File: config.mk
export PLATFORM = sky130hd
export DESIGN_NAME = tws_slave
export DESIGN_NICKNAME = d
export VERILOG_FILES = /design/src/tws_pkg.sv /design/src/tws_glitch_filter.sv /design/src/tws_pair_buf.sv /design/src/tws_slave.sv
export SDC_FILE = /design/constraint.sdc
export NUM_CORES = 1
export LEC_CHECK = 0
export BUFFER_PORTS_ARGS = -buffer_cell sky130_fd_sc_hd__buf_2
export CAP_MARGIN = 25
export CORE_ASPECT_RATIO = 1.1
export CORE_MARGIN = 2
export CORE_UTILIZATION = 55
export CTS_CLUSTER_SIZE = 16
export DETAILED_ROUTE_END_ITERATION = 7
export PLACE_DENSITY = 0.85
export RECOVER_POWER = 50
export SYNTH_ARGS = -nofsm -noshare
export SYNTH_HDL_FRONTEND = slang
export SYNTH_HIERARCHICAL = 1
export SYNTH_SLANG_ARGS = --single-unit
File: constraint.sdc
create_clock -name mclk_in -period 8.36 [get_ports mclk_in]
set_input_delay 1.254 -clock mclk_in [delete_from_list [all_inputs] [get_ports mclk_in]]
set_output_delay 1.254 -clock mclk_in [all_outputs]
set_load 0.05 [all_outputs]
File: src/tws_pkg.sv
// Purpose: Shared constants and types for the two-wire slave interface
// Assumes: 50 MHz core clock
// Notes:   Times are kept in ns, cycle counts derived from them

// ****************************************************************
// Package
// ****************************************************************
package tws_pkg;
    localparam int          CLK_NS     = 20;    // Core clock period
    localparam int          FILT_NS    = 250;   // Least pulse seen as an edge
    localparam int          HOLD_NS    = 300;   // SCL fall region to bridge
    // Least times, rounded up to whole cycles
    localparam int          FILT_CYC   = (FILT_NS + CLK_NS - 1) / CLK_NS;
    localparam int          HOLD_CYC   = (HOLD_NS + CLK_NS - 1) / CLK_NS;
    localparam int          CNT_WIDTH  = 5;     // Width of filter and hold counters
    localparam int          BYTE_W     = 8;     // Bits in a byte
    localparam int          PTR_WIDTH  = 8;     // Word-address pointer width
    localparam int          BUF_DEPTH  = 2;     // Write buffer entries
    localparam logic [7:0]  SLAVE_ADDR = 8'hD0; // Fixed slave address byte
    localparam logic [3:0]  BIT_LAST   = 4'h8;  // Bit count of a full byte
    localparam logic [3:0]  BIT_ONE    = 4'h1;  // Ack clock seen
    localparam logic [3:0]  BIT_NONE   = 4'h0;  // Count cleared
    localparam logic [7:0]  PTR_RESET  = 8'h00; // Pointer after reset or abort
    localparam logic        SYNC_RESET = 1'b0;  // Synchroniser reset level
    localparam logic        LINE_IDLE  = 1'b1;  // Released bus line level

    // Link states, Gray coded in the order listed
    typedef enum logic [2:0] {
        ST_IDLE   = 3'h0,
        ST_ADDR   = 3'h1,
        ST_ACK    = 3'h3,
        ST_WORD   = 3'h2,
        ST_WDATA  = 3'h6,
        ST_RDATA  = 3'h7,
        ST_RACK   = 3'h5,
        ST_IGNORE = 3'h4
    } tws_state_type;
endpackage : tws_pkg

File: src/tws_glitch_filter.sv
// Purpose: Synchronise a bus pin and reject short pulses
// Assumes: Pin is asynchronous to mclk_in and idles high
// Notes:   Output follows input only after FILT_C stable cycles

`timescale 1ns/10ps

module tws_glitch_filter import tws_pkg::*; #(
    parameter int CNT_W  = CNT_WIDTH,
    parameter int FILT_C = FILT_CYC
) (
    input  wire logic mclk_in,
    input  wire logic rst_in,
    input  wire logic raw_in,
    output logic      filt_out
);
    // ****************************************************************
    // Declarations
    // ****************************************************************
    logic             s1_q;    // First synchroniser stage
    logic             s2_q;    // Second synchroniser stage
    logic             filt_q;  // Filtered level
    logic             filt_d;
    logic [CNT_W-1:0] cnt_q;   // Stable-cycle counter
    logic [CNT_W-1:0] cnt_d;

    // Count how long the new level has stood
    always_comb begin
        filt_d = filt_q;
        cnt_d  = '0;
        if (s2_q != filt_q) begin
            if (cnt_q == CNT_W'(FILT_C - 1)) begin
                filt_d = s2_q;
            end else begin
                cnt_d = cnt_q + 1'b1;
            end
        end
    end

    // Register stage
    always_ff @(posedge mclk_in or posedge rst_in) begin
        if (rst_in) begin
            s1_q   <= LINE_IDLE;
            s2_q   <= LINE_IDLE;
            filt_q <= LINE_IDLE;
            cnt_q  <= '0;
        end else begin
            s1_q   <= raw_in;
            s2_q   <= s1_q;
            filt_q <= filt_d;
            cnt_q  <= cnt_d;
        end
    end

    assign filt_out = filt_q;
endmodule : tws_glitch_filter

File: src/tws_pair_buf.sv
// Purpose: Two-entry buffer with valid and ready on both sides
// Assumes: Single clock domain
// Notes:   in_ready_out falls only when both entries are held

`timescale 1ns/10ps

module tws_pair_buf import tws_pkg::*; #(
    parameter int W     = BYTE_W + PTR_WIDTH,
    parameter int DEPTH = BUF_DEPTH
) (
    input  wire logic         mclk_in,
    input  wire logic         rst_in,
    input  wire logic         in_valid_in,
    output logic              in_ready_out,
    input  wire logic [W-1:0] in_data_in,
    output logic              out_valid_out,
    input  wire logic         out_ready_in,
    output logic [W-1:0]      out_data_out
);
    // ****************************************************************
    // Declarations
    // ****************************************************************
    logic [W-1:0] mem_q [DEPTH];  // Entry storage
    logic [W-1:0] mem_d [DEPTH];
    logic         wp_q;           // Write slot
    logic         wp_d;
    logic         rp_q;           // Read slot
    logic         rp_d;
    logic [1:0]   cnt_q;          // Entries held
    logic [1:0]   cnt_d;
    logic         push;
    logic         pop;

    assign in_ready_out  = (cnt_q != 2'(DEPTH));
    assign out_valid_out = (cnt_q != 2'h0);
    assign out_data_out  = mem_q[rp_q];
    assign push          = in_valid_in & in_ready_out;
    assign pop           = out_valid_out & out_ready_in;

    // Next entry state
    always_comb begin
        mem_d = mem_q;
        wp_d  = wp_q;
        rp_d  = rp_q;
        cnt_d = cnt_q;
        if (push) begin
            mem_d[wp_q] = in_data_in;
            wp_d        = ~wp_q;
        end
        if (pop) begin
            rp_d = ~rp_q;
        end
        if (push && !pop) begin
            cnt_d = cnt_q + 2'h1;
        end else if (pop && !push) begin
            cnt_d = cnt_q - 2'h1;
        end
    end

    // Register stage
    always_ff @(posedge mclk_in or posedge rst_in) begin
        if (rst_in) begin
            for (int i = 0; i < DEPTH; i++) begin
                mem_q[i] <= '0;
            end
            wp_q  <= 1'b0;
            rp_q  <= 1'b0;
            cnt_q <= 2'h0;
        end else begin
            mem_q <= mem_d;
            wp_q  <= wp_d;
            rp_q  <= rp_d;
            cnt_q <= cnt_d;
        end
    end
endmodule : tws_pair_buf

File: src/tws_slave.sv
// Purpose: Two-wire bus slave front end of a clock device
// Assumes: SCL and SDA are asynchronous pins; core clock 50 MHz
// Notes:   SDA is open drain: sda_oe_out high pulls the line low
//
// Notes on behaviour
// - SDA change during SCL high is control
// - Bus idle when SDA and SCL high
// - SDA fall with SCL high is START
// - SDA rise with SCL high is STOP
// - One bit per SCL pulse, change low
// - START opens, STOP closes, no byte limit
// - Eight-bit bytes plus ninth acknowledge slot
// - Acknowledge held low through ack clock high
// - Addressed receiver acknowledges every byte; code gives no ack to a data byte while the write buffer is full
// - On no-ack, release SDA, stop sending
// - Delay SDA change after SCL fall 300ns
// - Filter SDA and SCL pulses under 250ns
// - Answer only slave address D0h
// - Write: byte after address loads pointer
// - Advance pointer only on acknowledged byte
// - Supply low aborts, clears pointer, ignores bus

`timescale 1ns/10ps

module tws_slave import tws_pkg::*; #(
    parameter int PTR_W = PTR_WIDTH,
    parameter int CNT_W = CNT_WIDTH
) (
    input  wire logic             mclk_in,       // Core clock
    input  wire logic             rst_in,        // Async reset, active high
    input  wire logic             scl_in,        // Bus clock pin
    input  wire logic             sda_in,        // Bus data pin level
    output logic                  sda_out,       // Bus data drive value
    output logic                  sda_oe_out,    // Bus data pull-low enable
    input  wire logic             supply_low_in, // Supply under switchover
    output logic                  bus_idle_out,  // Bus seen idle
    output logic [PTR_W-1:0]      rd_addr_out,   // Word-address pointer
    input  wire logic [7:0]       rd_data_in,    // Byte at rd_addr_out
    output logic                  wr_valid_out,  // Written byte ready
    input  wire logic             wr_ready_in,   // Taker accepts byte
    output logic [PTR_W-1:0]      wr_addr_out,   // Written byte address
    output logic [7:0]            wr_data_out    // Written byte
);
    // ****************************************************************
    // Declarations
    // ****************************************************************
    logic                scl_f, sda_f;             // Filtered clock and data lines
    logic                scl_p_q, sda_p_q;         // Lines one cycle ago
    logic                sup1_q, sup2_q;           // Supply flag synchroniser stages
    logic                scl_rise, scl_fall, lo_ok; // Clock edges, low and hold elapsed
    logic                start_det, stop_det;      // START and STOP seen
    logic [CNT_W-1:0]    hold_q, hold_d;           // Hold delay counter
    tws_state_type       state_q, state_d;         // Link state
    tws_state_type       next_q, next_d;           // State after acknowledge
    logic [3:0]          cnt_q, cnt_d;             // Bit counter
    logic [7:0]          shift_q, shift_d;         // Received bits
    logic [7:0]          tx_q, tx_d;               // Byte being sent
    logic [PTR_W-1:0]    ptr_q, ptr_d;             // Word-address pointer
    logic                drv_q, drv_d;             // Pull SDA low
    logic                idle_q, idle_d;           // Bus idle flag
    logic                push_valid, push_ready;   // Byte offered, buffer has room

    // Pointer step, wraps at the top
    function automatic logic [PTR_W-1:0] ptr_inc(input logic [PTR_W-1:0] p);
        ptr_inc = p + 1'b1;
    endfunction : ptr_inc

    // ****************************************************************
    // Input conditioning
    // ****************************************************************
    // Clock line filter
    tws_glitch_filter #(
        .CNT_W    (CNT_W),
        .FILT_C   (FILT_CYC)
    ) u_scl_filt (
        .mclk_in  (mclk_in),
        .rst_in   (rst_in),
        .raw_in   (scl_in),
        .filt_out (scl_f)
    );

    // Data line filter
    tws_glitch_filter #(
        .CNT_W    (CNT_W),
        .FILT_C   (FILT_CYC)
    ) u_sda_filt (
        .mclk_in  (mclk_in),
        .rst_in   (rst_in),
        .raw_in   (sda_in),
        .filt_out (sda_f)
    );

    // Bus events
    assign scl_rise  = scl_f & ~scl_p_q;
    assign scl_fall  = ~scl_f & scl_p_q;
    assign start_det = scl_f & scl_p_q & sda_p_q & ~sda_f;
    assign stop_det  = scl_f & scl_p_q & ~sda_p_q & sda_f;
    assign lo_ok     = ~scl_f & ~scl_p_q & (hold_q == '0);

    // Hold delay after each clock fall
    always_comb begin
        hold_d = hold_q;
        if (scl_fall) begin
            hold_d = CNT_W'(HOLD_CYC);
        end else if (hold_q != '0) begin
            hold_d = hold_q - 1'b1;
        end
    end

    // ****************************************************************
    // Link state machine
    // ****************************************************************
    always_comb begin
        state_d    = state_q;
        next_d     = next_q;
        cnt_d      = cnt_q;
        shift_d    = shift_q;
        tx_d       = tx_q;
        ptr_d      = ptr_q;
        drv_d      = drv_q;
        push_valid = 1'b0;
        idle_d     = scl_f & sda_f & (state_q == ST_IDLE);
        if (sup2_q) begin
            // Abort, clear pointer, ignore bus
            state_d = ST_IDLE;
            ptr_d   = PTR_RESET;
            cnt_d   = BIT_NONE;
            drv_d   = 1'b0;
            idle_d  = 1'b0;
        end else if (start_det) begin
            // Fresh or repeated START
            state_d = ST_ADDR;
            cnt_d   = BIT_NONE;
            drv_d   = 1'b0;
        end else if (stop_det) begin
            // End of transfer
            state_d = ST_IDLE;
            cnt_d   = BIT_NONE;
            drv_d   = 1'b0;
        end else begin
            case (state_q)
                ST_ADDR, ST_WORD, ST_WDATA: begin
                    if (scl_rise && cnt_q != BIT_LAST) begin
                        // Sample one bit per clock pulse
                        shift_d = {shift_q[6:0], sda_f};
                        cnt_d   = cnt_q + 4'h1;
                    end else if (lo_ok && cnt_q == BIT_LAST) begin
                        if (state_q == ST_ADDR) begin
                            if (shift_q[7:1] == SLAVE_ADDR[7:1]) begin
                                // Address match, acknowledge
                                state_d = ST_ACK;
                                drv_d   = 1'b1;
                                cnt_d   = BIT_NONE;
                                next_d  = shift_q[0] ? ST_RDATA : ST_WORD;
                            end else begin
                                // Not ours, stay off the bus
                                state_d = ST_IGNORE;
                                drv_d   = 1'b0;
                            end
                        end else if (state_q == ST_WORD) begin
                            // Word address into pointer
                            ptr_d   = shift_q[PTR_W-1:0];
                            state_d = ST_ACK;
                            drv_d   = 1'b1;
                            cnt_d   = BIT_NONE;
                            next_d  = ST_WDATA;
                        end else begin
                            // Data byte: wait for buffer room
                            push_valid = 1'b1;
                            if (push_ready) begin
                                ptr_d   = ptr_inc(ptr_q);
                                state_d = ST_ACK;
                                drv_d   = 1'b1;
                                cnt_d   = BIT_NONE;
                                next_d  = ST_WDATA;
                            end
                        end
                    end else if (lo_ok) begin
                        drv_d = 1'b0;  // Receiver keeps line free
                    end
                end
                ST_ACK: begin
                    if (scl_rise) begin
                        cnt_d = BIT_ONE;  // Ack clock taken
                    end else if (lo_ok && cnt_q == BIT_ONE) begin
                        // Ack slot over, after hold delay
                        state_d = next_q;
                        cnt_d   = BIT_NONE;
                        if (next_q == ST_RDATA) begin
                            tx_d  = rd_data_in;
                            drv_d = ~rd_data_in[7];
                        end else begin
                            drv_d = 1'b0;
                        end
                    end
                end
                ST_RDATA: begin
                    if (scl_rise) begin
                        cnt_d = cnt_q + 4'h1;
                    end else if (lo_ok) begin
                        if (cnt_q == BIT_LAST) begin
                            // Byte sent, free line for ack
                            drv_d   = 1'b0;
                            state_d = ST_RACK;
                            cnt_d   = BIT_NONE;
                        end else begin
                            // Next bit, most significant first
                            drv_d = ~tx_q[3'h7 - cnt_q[2:0]];
                        end
                    end
                end
                ST_RACK: begin
                    if (scl_rise) begin
                        if (!sda_f) begin
                            // Master acknowledged
                            ptr_d = ptr_inc(ptr_q);
                            cnt_d = BIT_ONE;
                        end else begin
                            // No ack: stop sending
                            state_d = ST_IGNORE;
                        end
                    end else if (lo_ok && cnt_q == BIT_ONE) begin
                        state_d = ST_RDATA;
                        cnt_d   = BIT_NONE;
                        tx_d    = rd_data_in;
                        drv_d   = ~rd_data_in[7];
                    end
                end
                ST_IGNORE, ST_IDLE: begin
                    drv_d = 1'b0;  // Released until START or STOP
                end
                default: begin
                    state_d = ST_IDLE;
                    drv_d   = 1'b0;
                end
            endcase
        end
    end

    // Register stage, supply flag synchroniser included
    always_ff @(posedge mclk_in or posedge rst_in) begin
        if (rst_in) begin
            sup1_q  <= SYNC_RESET;
            sup2_q  <= SYNC_RESET;
            scl_p_q <= LINE_IDLE;
            sda_p_q <= LINE_IDLE;
            hold_q  <= '0;
            state_q <= ST_IDLE;
            next_q  <= ST_IDLE;
            cnt_q   <= BIT_NONE;
            shift_q <= 8'h00;
            tx_q    <= 8'h00;
            ptr_q   <= PTR_RESET;
            drv_q   <= 1'b0;
            idle_q  <= 1'b0;
        end else begin
            sup1_q  <= supply_low_in;
            sup2_q  <= sup1_q;
            scl_p_q <= scl_f;
            sda_p_q <= sda_f;
            hold_q  <= hold_d;
            state_q <= state_d;
            next_q  <= next_d;
            cnt_q   <= cnt_d;
            shift_q <= shift_d;
            tx_q    <= tx_d;
            ptr_q   <= ptr_d;
            drv_q   <= drv_d;
            idle_q  <= idle_d;
        end
    end

    // ****************************************************************
    // Write buffer
    // ****************************************************************
    tws_pair_buf #(
        .W             (PTR_W + 8),
        .DEPTH         (BUF_DEPTH)
    ) u_wbuf (
        .mclk_in       (mclk_in),
        .rst_in        (rst_in),
        .in_valid_in   (push_valid),
        .in_ready_out  (push_ready),
        .in_data_in    ({ptr_q, shift_q}),
        .out_valid_out (wr_valid_out),
        .out_ready_in  (wr_ready_in),
        .out_data_out  ({wr_addr_out, wr_data_out})
    );

    assign sda_out      = 1'b0;
    assign sda_oe_out   = drv_q;
    assign bus_idle_out = idle_q;
    assign rd_addr_out  = ptr_q;
endmodule : tws_slave

==> results of run 1 <==
cells in the final DEF, fill, tap and decap left out, drive strengths merged, types with 4 or more instances in the layout:
| cell | instances |
|---|---|
| dfrtp | 89 |
| mux2 | 67 |
| buf | 41 |
| nand2 | 34 |
| nor2 | 33 |
| o21ai | 28 |
| inv | 22 |
| nand3 | 12 |
| clkbuf | 12 |
| ha | 11 |
| a21oi | 10 |
| xor2 | 9 |
| dfstp | 8 |
| nand2b | 7 |
| xnor2 | 7 |
| and3 | 7 |
| nor2b | 6 |
| o31ai | 6 |
| mux2i | 5 |
| nor4 | 5 |
| a31oi | 5 |
| a22oi | 4 |
| nor3b | 4 |
| or3 | 4 |
metrics by stage:
stage	instance area, sq um	instances	setup slack, ps
2_1_floorplan	5040	443	5460
3_3_place_gp	5270	580	5240
3_5_place_dp	5270	580	5110
4_1_cts	5460	596	5090
5_1_grt	5450	597	4530
6_report	5450	597	5060
how the worst max path moves through the flow:
stage                             endpoint  slack [ps]  cells past startpoint
final                     u_wbuf/mem_q[11]        5060                      8
after floorplan            u_wbuf/mem_q[0]        5460                     11
after detailed placement  u_wbuf/mem_q[11]        5110                      8
after CTS                 u_wbuf/mem_q[12]        5090                      8
after global routing               tx_q[1]        4530                      3
after global placement    u_wbuf/mem_q[10]        5240                      8
kinds of logic (layout without fill, tap and decap cells):
group                      after synthesis  count (layout)  share of synthesized area [%]
and+or+nand+nor                        138             138                           15.4
DFF                                     97              97                           48.4
muxes                                   74              74                           17.6
AOI/OAI and AO/OA                       68              68                           8.84
buffers and inverters                   38              78                           4.02
xor gates and xnor gates                16              16                           2.93
adders and majority gates               11              11                           2.73
other                                    1               1                         0.0745
state kept, by name, indices dropped and copies added (netlist names), 4 cells and up:
signal,flops
u_wbuf/mem_q,32
rd_addr_out,8
shift_q,8
tx_q,8
hold_q,5
u_scl_filt/cnt_q,5
u_sda_filt/cnt_q,5
cnt_q,4
cells in the mapped netlist (6+ instances only):
cell and count:
sky130_fd_sc_hd__nand3_1 12, sky130_fd_sc_hd__ha_1 11, sky130_fd_sc_hd__inv_1 18, sky130_fd_sc_hd__nor2b_1 6, sky130_fd_sc_hd__clkbuf_1 8, sky130_fd_sc_hd__nor2_1 32, sky130_fd_sc_hd__mux2_4 10, sky130_fd_sc_hd__xor2_1 9
sky130_fd_sc_hd__o21ai_0 17, sky130_fd_sc_hd__xnor2_1 6, sky130_fd_sc_hd__nand2b_1 6, sky130_fd_sc_hd__mux2_2 45, sky130_fd_sc_hd__o21ai_1 11, sky130_fd_sc_hd__dfrtp_1 89, sky130_fd_sc_hd__mux2_1 12, sky130_fd_sc_hd__nand2_1 34
sky130_fd_sc_hd__a21oi_1 10, sky130_fd_sc_hd__dfstp_2 8
final cells by class:
class | count | area [sq um]
inverter | 18 | 67.6
clock buffer | 9 | 124
timing repair buffer | 44 | 221
multi-input combinational | 308 | 2400
sequential | 97 | 2440
fill | 718 | 3420
clock inverter | 7 | 65.1
tap | 114 | 143
metal layers:
metal	GRT usage (%)	vias up	share of wire, %
met2	35.2	131	51
met1	28.1	1741	42
met4	7.76	0	1.8
met3	3.12	18	5.3
met5	0	-	0
li1	-	1648	-
report_power, final:
part	internal (uW)	total [uW]	switching, uW
Sequential	499	557	58.4
Combinational	122	319	198
Clock	116	293	178
Total	737	1170	434
==> impl_metrics.ini, run 1 <==
[clocking]
post_cts.repair.setup_buffers = 0
clk_path_buf_depth = 2
resize_count_post_cts = 0
clock_latency_ps = 380
clockRootBuffer = sky130_fd_sc_hd__clkbuf_8
tritoncts = yes
cts-htree-levels = 3
cts_buffers = 9
clk_transition_reported_paths_ps = 90
cts_hold_buf = 0
cts.sinks = 97

[outcome]
violations = capacitance limit, slew limit
outcome = finished with violations

[floorplan]
design.core.area_sq_um = 8870
floorplan.initialDensity_pct = 56.8
die_w_um = 95.2
ios = 42
die_h_um = 104
std_cell_rows = 36
dieArea_sq_um = 9940

[hold_path]
worstHoldEndpoint = sup2_q
timing.hold.worst.class = reg -> reg
worst_hold_path.num_cells = 0
timing.hold.worst.start = sup1_q

[worst_setup_path]
cp_cell_sequence = inv_1, ha_1, or4b_1, nor2_2, nand2_1, nor4_1, and3_4, mux2_2
setup_slack_of_the_most_critical_reg_to_reg_path_ps = 5060
worstSetupEndpointType = flip-flop
cp-start-kind = flip-flop
worstSetupStartpoint = hold_q[0]
timing.setup.critical_path_class = reg -> reg
r2r_end = u_wbuf/mem_q[11]
crit_family = simple AND/OR/NAND/NOR gates
worstPathArrival_ps = 3560
crit_path_max_incr_delay_ps = 610
timing.reg2reg.worst_path_depth = 8
r2r_start = hold_q[0]
critPathBufInv = 1
worst_path_max_delay_cell = sky130_fd_sc_hd__nor4_1
worst-path-max-fanout = 16
critical_path_required_ps = 8620

[yosys]
synth_edf_count = 0
postSynthCellCount = 443
synth_async_sr_flop_share_pct = 100
ys_seq_area_share_pct = 48.4
synth.net_count = 468
ys.flop_type = sky130_fd_sc_hd__dfrtp_1
synth_largest_type_area_fraction_pct = 44.2
ys_ff_latch = 97
yosys-top-cells-area = sky130_fd_sc_hd__dfrtp_1 (44%), sky130_fd_sc_hd__mux2_2 (10%), sky130_fd_sc_hd__dfstp_2 (4.2%)
post_synth_num_cell_types = 70
synth_area_sq_um = 5040
avgSynthCellArea_sq_um = 11.4
synth_warnings = 6
synthDominantAreaCellType = sky130_fd_sc_hd__dfrtp_1

[timing]
hold_viol_final = 0
slew_viol_final = 83
layout_skew_ps = 15.2
rsz0062_at_grt = no
finalSetupViolCount = 0
setup_total_negative_slack_ps = 0
max-slew-margin-rel_pct = -63.7
holdWs_ps = 355
maxClockFrequency_mhz = 303
final.min_clock_period_ps = 3300
worst_slew_pin_slew_ps = 2460
fin_crit_sh_pct = 39.4

[final_layout]
nNetsFinal = 503
fin_util_pct = 61.5
final_layout_size_suffix_gt1_share_pct = 28.6
syn_to_final_growth_pct = 8.30
diodes = 0

[drt]
drt.antenna.violating_nets = 0
dr.pass1.iters = 5
remaining_drc_errors = 0
via_count = 3538
routed_wire_length_per_instance_um = 16.8
viasPerCell = 5.93
postRouteWirelength_um = 10100
drt_iter0_drc = 234

[place]
numPortBuffers = 40
place.detailed.hpwl_um = 7060
gpl.final_weighted_congestion = 0.985

[global_route]
grt_start_max_net_pins = 46
first_global_vias = 3542
grt_usage_pct = 21.2
grt_antenna_before_repair = 0
grt-ovfl-total = 0
grt_first_pass_wirelength_um = 16700

[pwr]
vdd.ir_drop.worst_uv = 136
total_leakage_power_uw = 0.00262
power.density_nw_per_um2 = 215
totalPowerFinal_uw = 1170

[flow_run]
number_of_max_cap_violations = 2
(Power assumes the default switching activity.)
==> inputs of run 2 (changes only) <==
Settings changed: CORE_UTILIZATION 55 to 54, PLACE_DENSITY 0.85 to 0.87.
Clock period 8.36 ns to 2.99 ns, I/O delays scaled along.
==> run 2 against run 1 <==
The run still ends with capacitance limit, slew limit left. Non-clock buffer count up 9. Wire length down 0.43%. Sequential share of layout area down 1.0 points. Worst hold slack worse by 310 ps. First-iteration DRC count up 4.3%. Final area up 2.3%. Sequential cell count unchanged. Setup slack worse by 4900 ps. Highest routed layer unchanged.
==> impl_metrics.ini, run 2 (synthesis results as in run 1) <==
[clocking]
clock_latency_ps = 370
cts.sinks = 97
cts_buffers = 9
tritoncts = yes
clk_transition_reported_paths_ps = 100
cts_hold_buf = 0
post_cts.repair.setup_buffers = 0
cts-htree-levels = 3
clk_path_buf_depth = 2
clockRootBuffer = sky130_fd_sc_hd__clkbuf_8
resize_count_post_cts = 0

[worst_setup_path]
worst_path_max_delay_cell = sky130_fd_sc_hd__or4b_1
timing.setup.critical_path_class = reg -> reg
cp-start-kind = flip-flop
critical_path_required_ps = 3300
cpMostUsedCell = sky130_fd_sc_hd__or4_1
critPathBufInv = 1
worst-path-max-fanout = 7
crit_family = simple AND/OR/NAND/NOR gates
worstPathArrival_ps = 3180
cp_cell_sequence = inv_1, ha_1, or4b_1, o32ai_2, a311oi_1, or4_1, or4_1, nand2_1
crit_path_max_incr_delay_ps = 600
worstSetupEndpointType = flip-flop

[flow_run]
number_of_max_cap_violations = 1

[drt]
dr.pass1.iters = 5
met2WireLength_um = 5170
postRouteWirelength_um = 10000
viasPerCell = 5.90
via_count = 3575
drt_iter0_drc = 244
dr_wl_met3_um = 543
dr.max_layer_used = met4
remaining_drc_errors = 0
drt.antenna.violating_nets = 0
detail_route.wirelength.met1_um = 4170
routed_wire_length_per_instance_um = 16.5

[final_layout]
postLayoutCellArea_sq_um = 5580
nFillCells = 717
layout_common_cells = sky130_fd_sc_hd__dfrtp_1 (89), sky130_fd_sc_hd__mux2_2 (45), sky130_fd_sc_hd__buf_2 (39)
finalNonFillerCells = 606
multiInputGateArea_sq_um = 2400
largest_reg_flops = 32
most_frequent_standard_cell_in_the_layout_excluding_fill_and_tap_cells = sky130_fd_sc_hd__dfrtp_1
nNetsFinal = 512
area.sequential_sq_um = 2440
final_layout_size_suffix_gt1_share_pct = 29.9
diodes = 0
registers.top_by_ff_count = u_wbuf/mem_q
syn_to_final_growth_pct = 10.8

[timing]
slew_viol_final = 37
worst_slew_pin_slew_ps = 1950
rsz0062_at_grt = no
holdWs_ps = 45.2
fin_crit_sh_pct = 96.2
finalSetupViolCount = 0
setup_total_negative_slack_ps = 0
final.min_clock_period_ps = 2880
finalWorstSetupSlack_ps = 115
hold_viol_final = 0
max-slew-margin-rel_pct = -30.0
layout_skew_ps = 15.8
maxClockFrequency_mhz = 348

[global_route]
grt_antenna_before_repair = 0
grt-ovfl-total = 0
grt_first_pass_wirelength_um = 16900
grt_usage_pct = 21.3
grt_start_max_net_pins = 37
first_global_vias = 3465

[pwr]
power.density_nw_per_um2 = 625
clockPowerShare_pct = 28.0
power.share.sequential_pct = 44.1
total_leakage_power_uw = 0.00269
switching_power_of_the_nets_uw = 1190
pwr-share-comb_pct = 27.9
netSwitchingFraction_pct = 34.2
power_report.internal_total_uw = 2300
vdd.ir_drop.worst_uv = 289

[floorplan]
design.core.area_sq_um = 8960
floorplan.initialDensity_pct = 56.2
std_cell_rows = 36
ios = 42
die_h_um = 105
die_w_um = 96.1
dieArea_sq_um = 10100

[place]
place_area_sq_um = 5330
numPlacedInstances = 589
pre_cts_ws_ps = 158
place.detailed.hpwl_um = 7250
numPortBuffers = 40
gpl.final_weighted_congestion = 0.947

[hold_path]
timing.hold.worst.class = in -> async

[outcome]
outcome = finished with violations
violations = capacitance limit, slew limit
-- run 2: cell types whose count changed in the layout (fill, tap and decap cells not counted) --
cell                        before  now
sky130_fd_sc_hd__buf_12          0    1
sky130_fd_sc_hd__buf_4           2   10
sky130_fd_sc_hd__bufinv_16       0    2
sky130_fd_sc_hd__clkbuf_8        9   11
sky130_fd_sc_hd__inv_6           3    1
sky130_fd_sc_hd__inv_8           2    0
-- run 2: area by class of cell --
cell class | instances | share of cell area [%]
tap | 114 | 2.56
multi-input combinational | 308 | 42.9
clock buffer | 11 | 2.71
sequential | 97 | 43.7
inverter | 18 | 1.21
clock inverter | 5 | 1.52
timing repair buffer | 53 | 5.40
-- run 2: path summary, 6_finish.rpt --
check,startpoint,cells after the start,end,slack (ps)
setup / recovery,hold_q[0],8,cnt_q[3],110
hold / removal,rst_in,2,u_sda_filt/cnt_q[1],50
setup reg to reg,hold_q[0],8,cnt_q[3],110
hold reg to reg,u_scl_filt/s1_q,0,u_scl_filt/s2_q,360
max in group asynchronous,rst_in,3,u_wbuf/mem_q[30],1040
min in group mclk_in,sda_in,1,u_sda_filt/s1_q,160
-- run 2: worst reg2reg max path: stages (launching register included) --
cell and delay (ps):
sky130_fd_sc_hd__dfrtp_1 390, sky130_fd_sc_hd__inv_1 100, sky130_fd_sc_hd__ha_1 160, sky130_fd_sc_hd__or4b_1 600, sky130_fd_sc_hd__o32ai_2 300, sky130_fd_sc_hd__a311oi_1 120
sky130_fd_sc_hd__or4_1 550, sky130_fd_sc_hd__or4_1 510, sky130_fd_sc_hd__nand2_1 70
-- run 2: metal layers --
| metal | track usage, % | up-vias |
|---|---|---|
| li1 | - | 1662 |
| met1 | 26.7 | 1774 |
| met2 | 36.0 | 126 |
| met3 | 5.50 | 13 |
| met4 | 5.92 | 0 |
| met5 | 0 | - |
-- run 2: stage by stage --
| step | util (%) | total power, uW |
|---|---|---|
| floorplan | - | 2280 |
| global placement | 59.5 | 2480 |
| detailed placement | 59.5 | 2510 |
| CTS | 62.1 | 3500 |
| global route | 62.3 | 3690 |
| finish | 62.3 | 3490 |
-- run 2: power groups by stage --
| stage | clock [uW] | sequential [uW] | combinational [uW] |
|---|---|---|---|
| global placement | 0 | 1550 | 929 |
| CTS | 1000 | 1530 | 962 |
| detailed placement | 0 | 1560 | 955 |
| global route | 1060 | 1550 | 1070 |
| finish | 976 | 1540 | 972 |
| floorplan | 0 | 1540 | 736 |
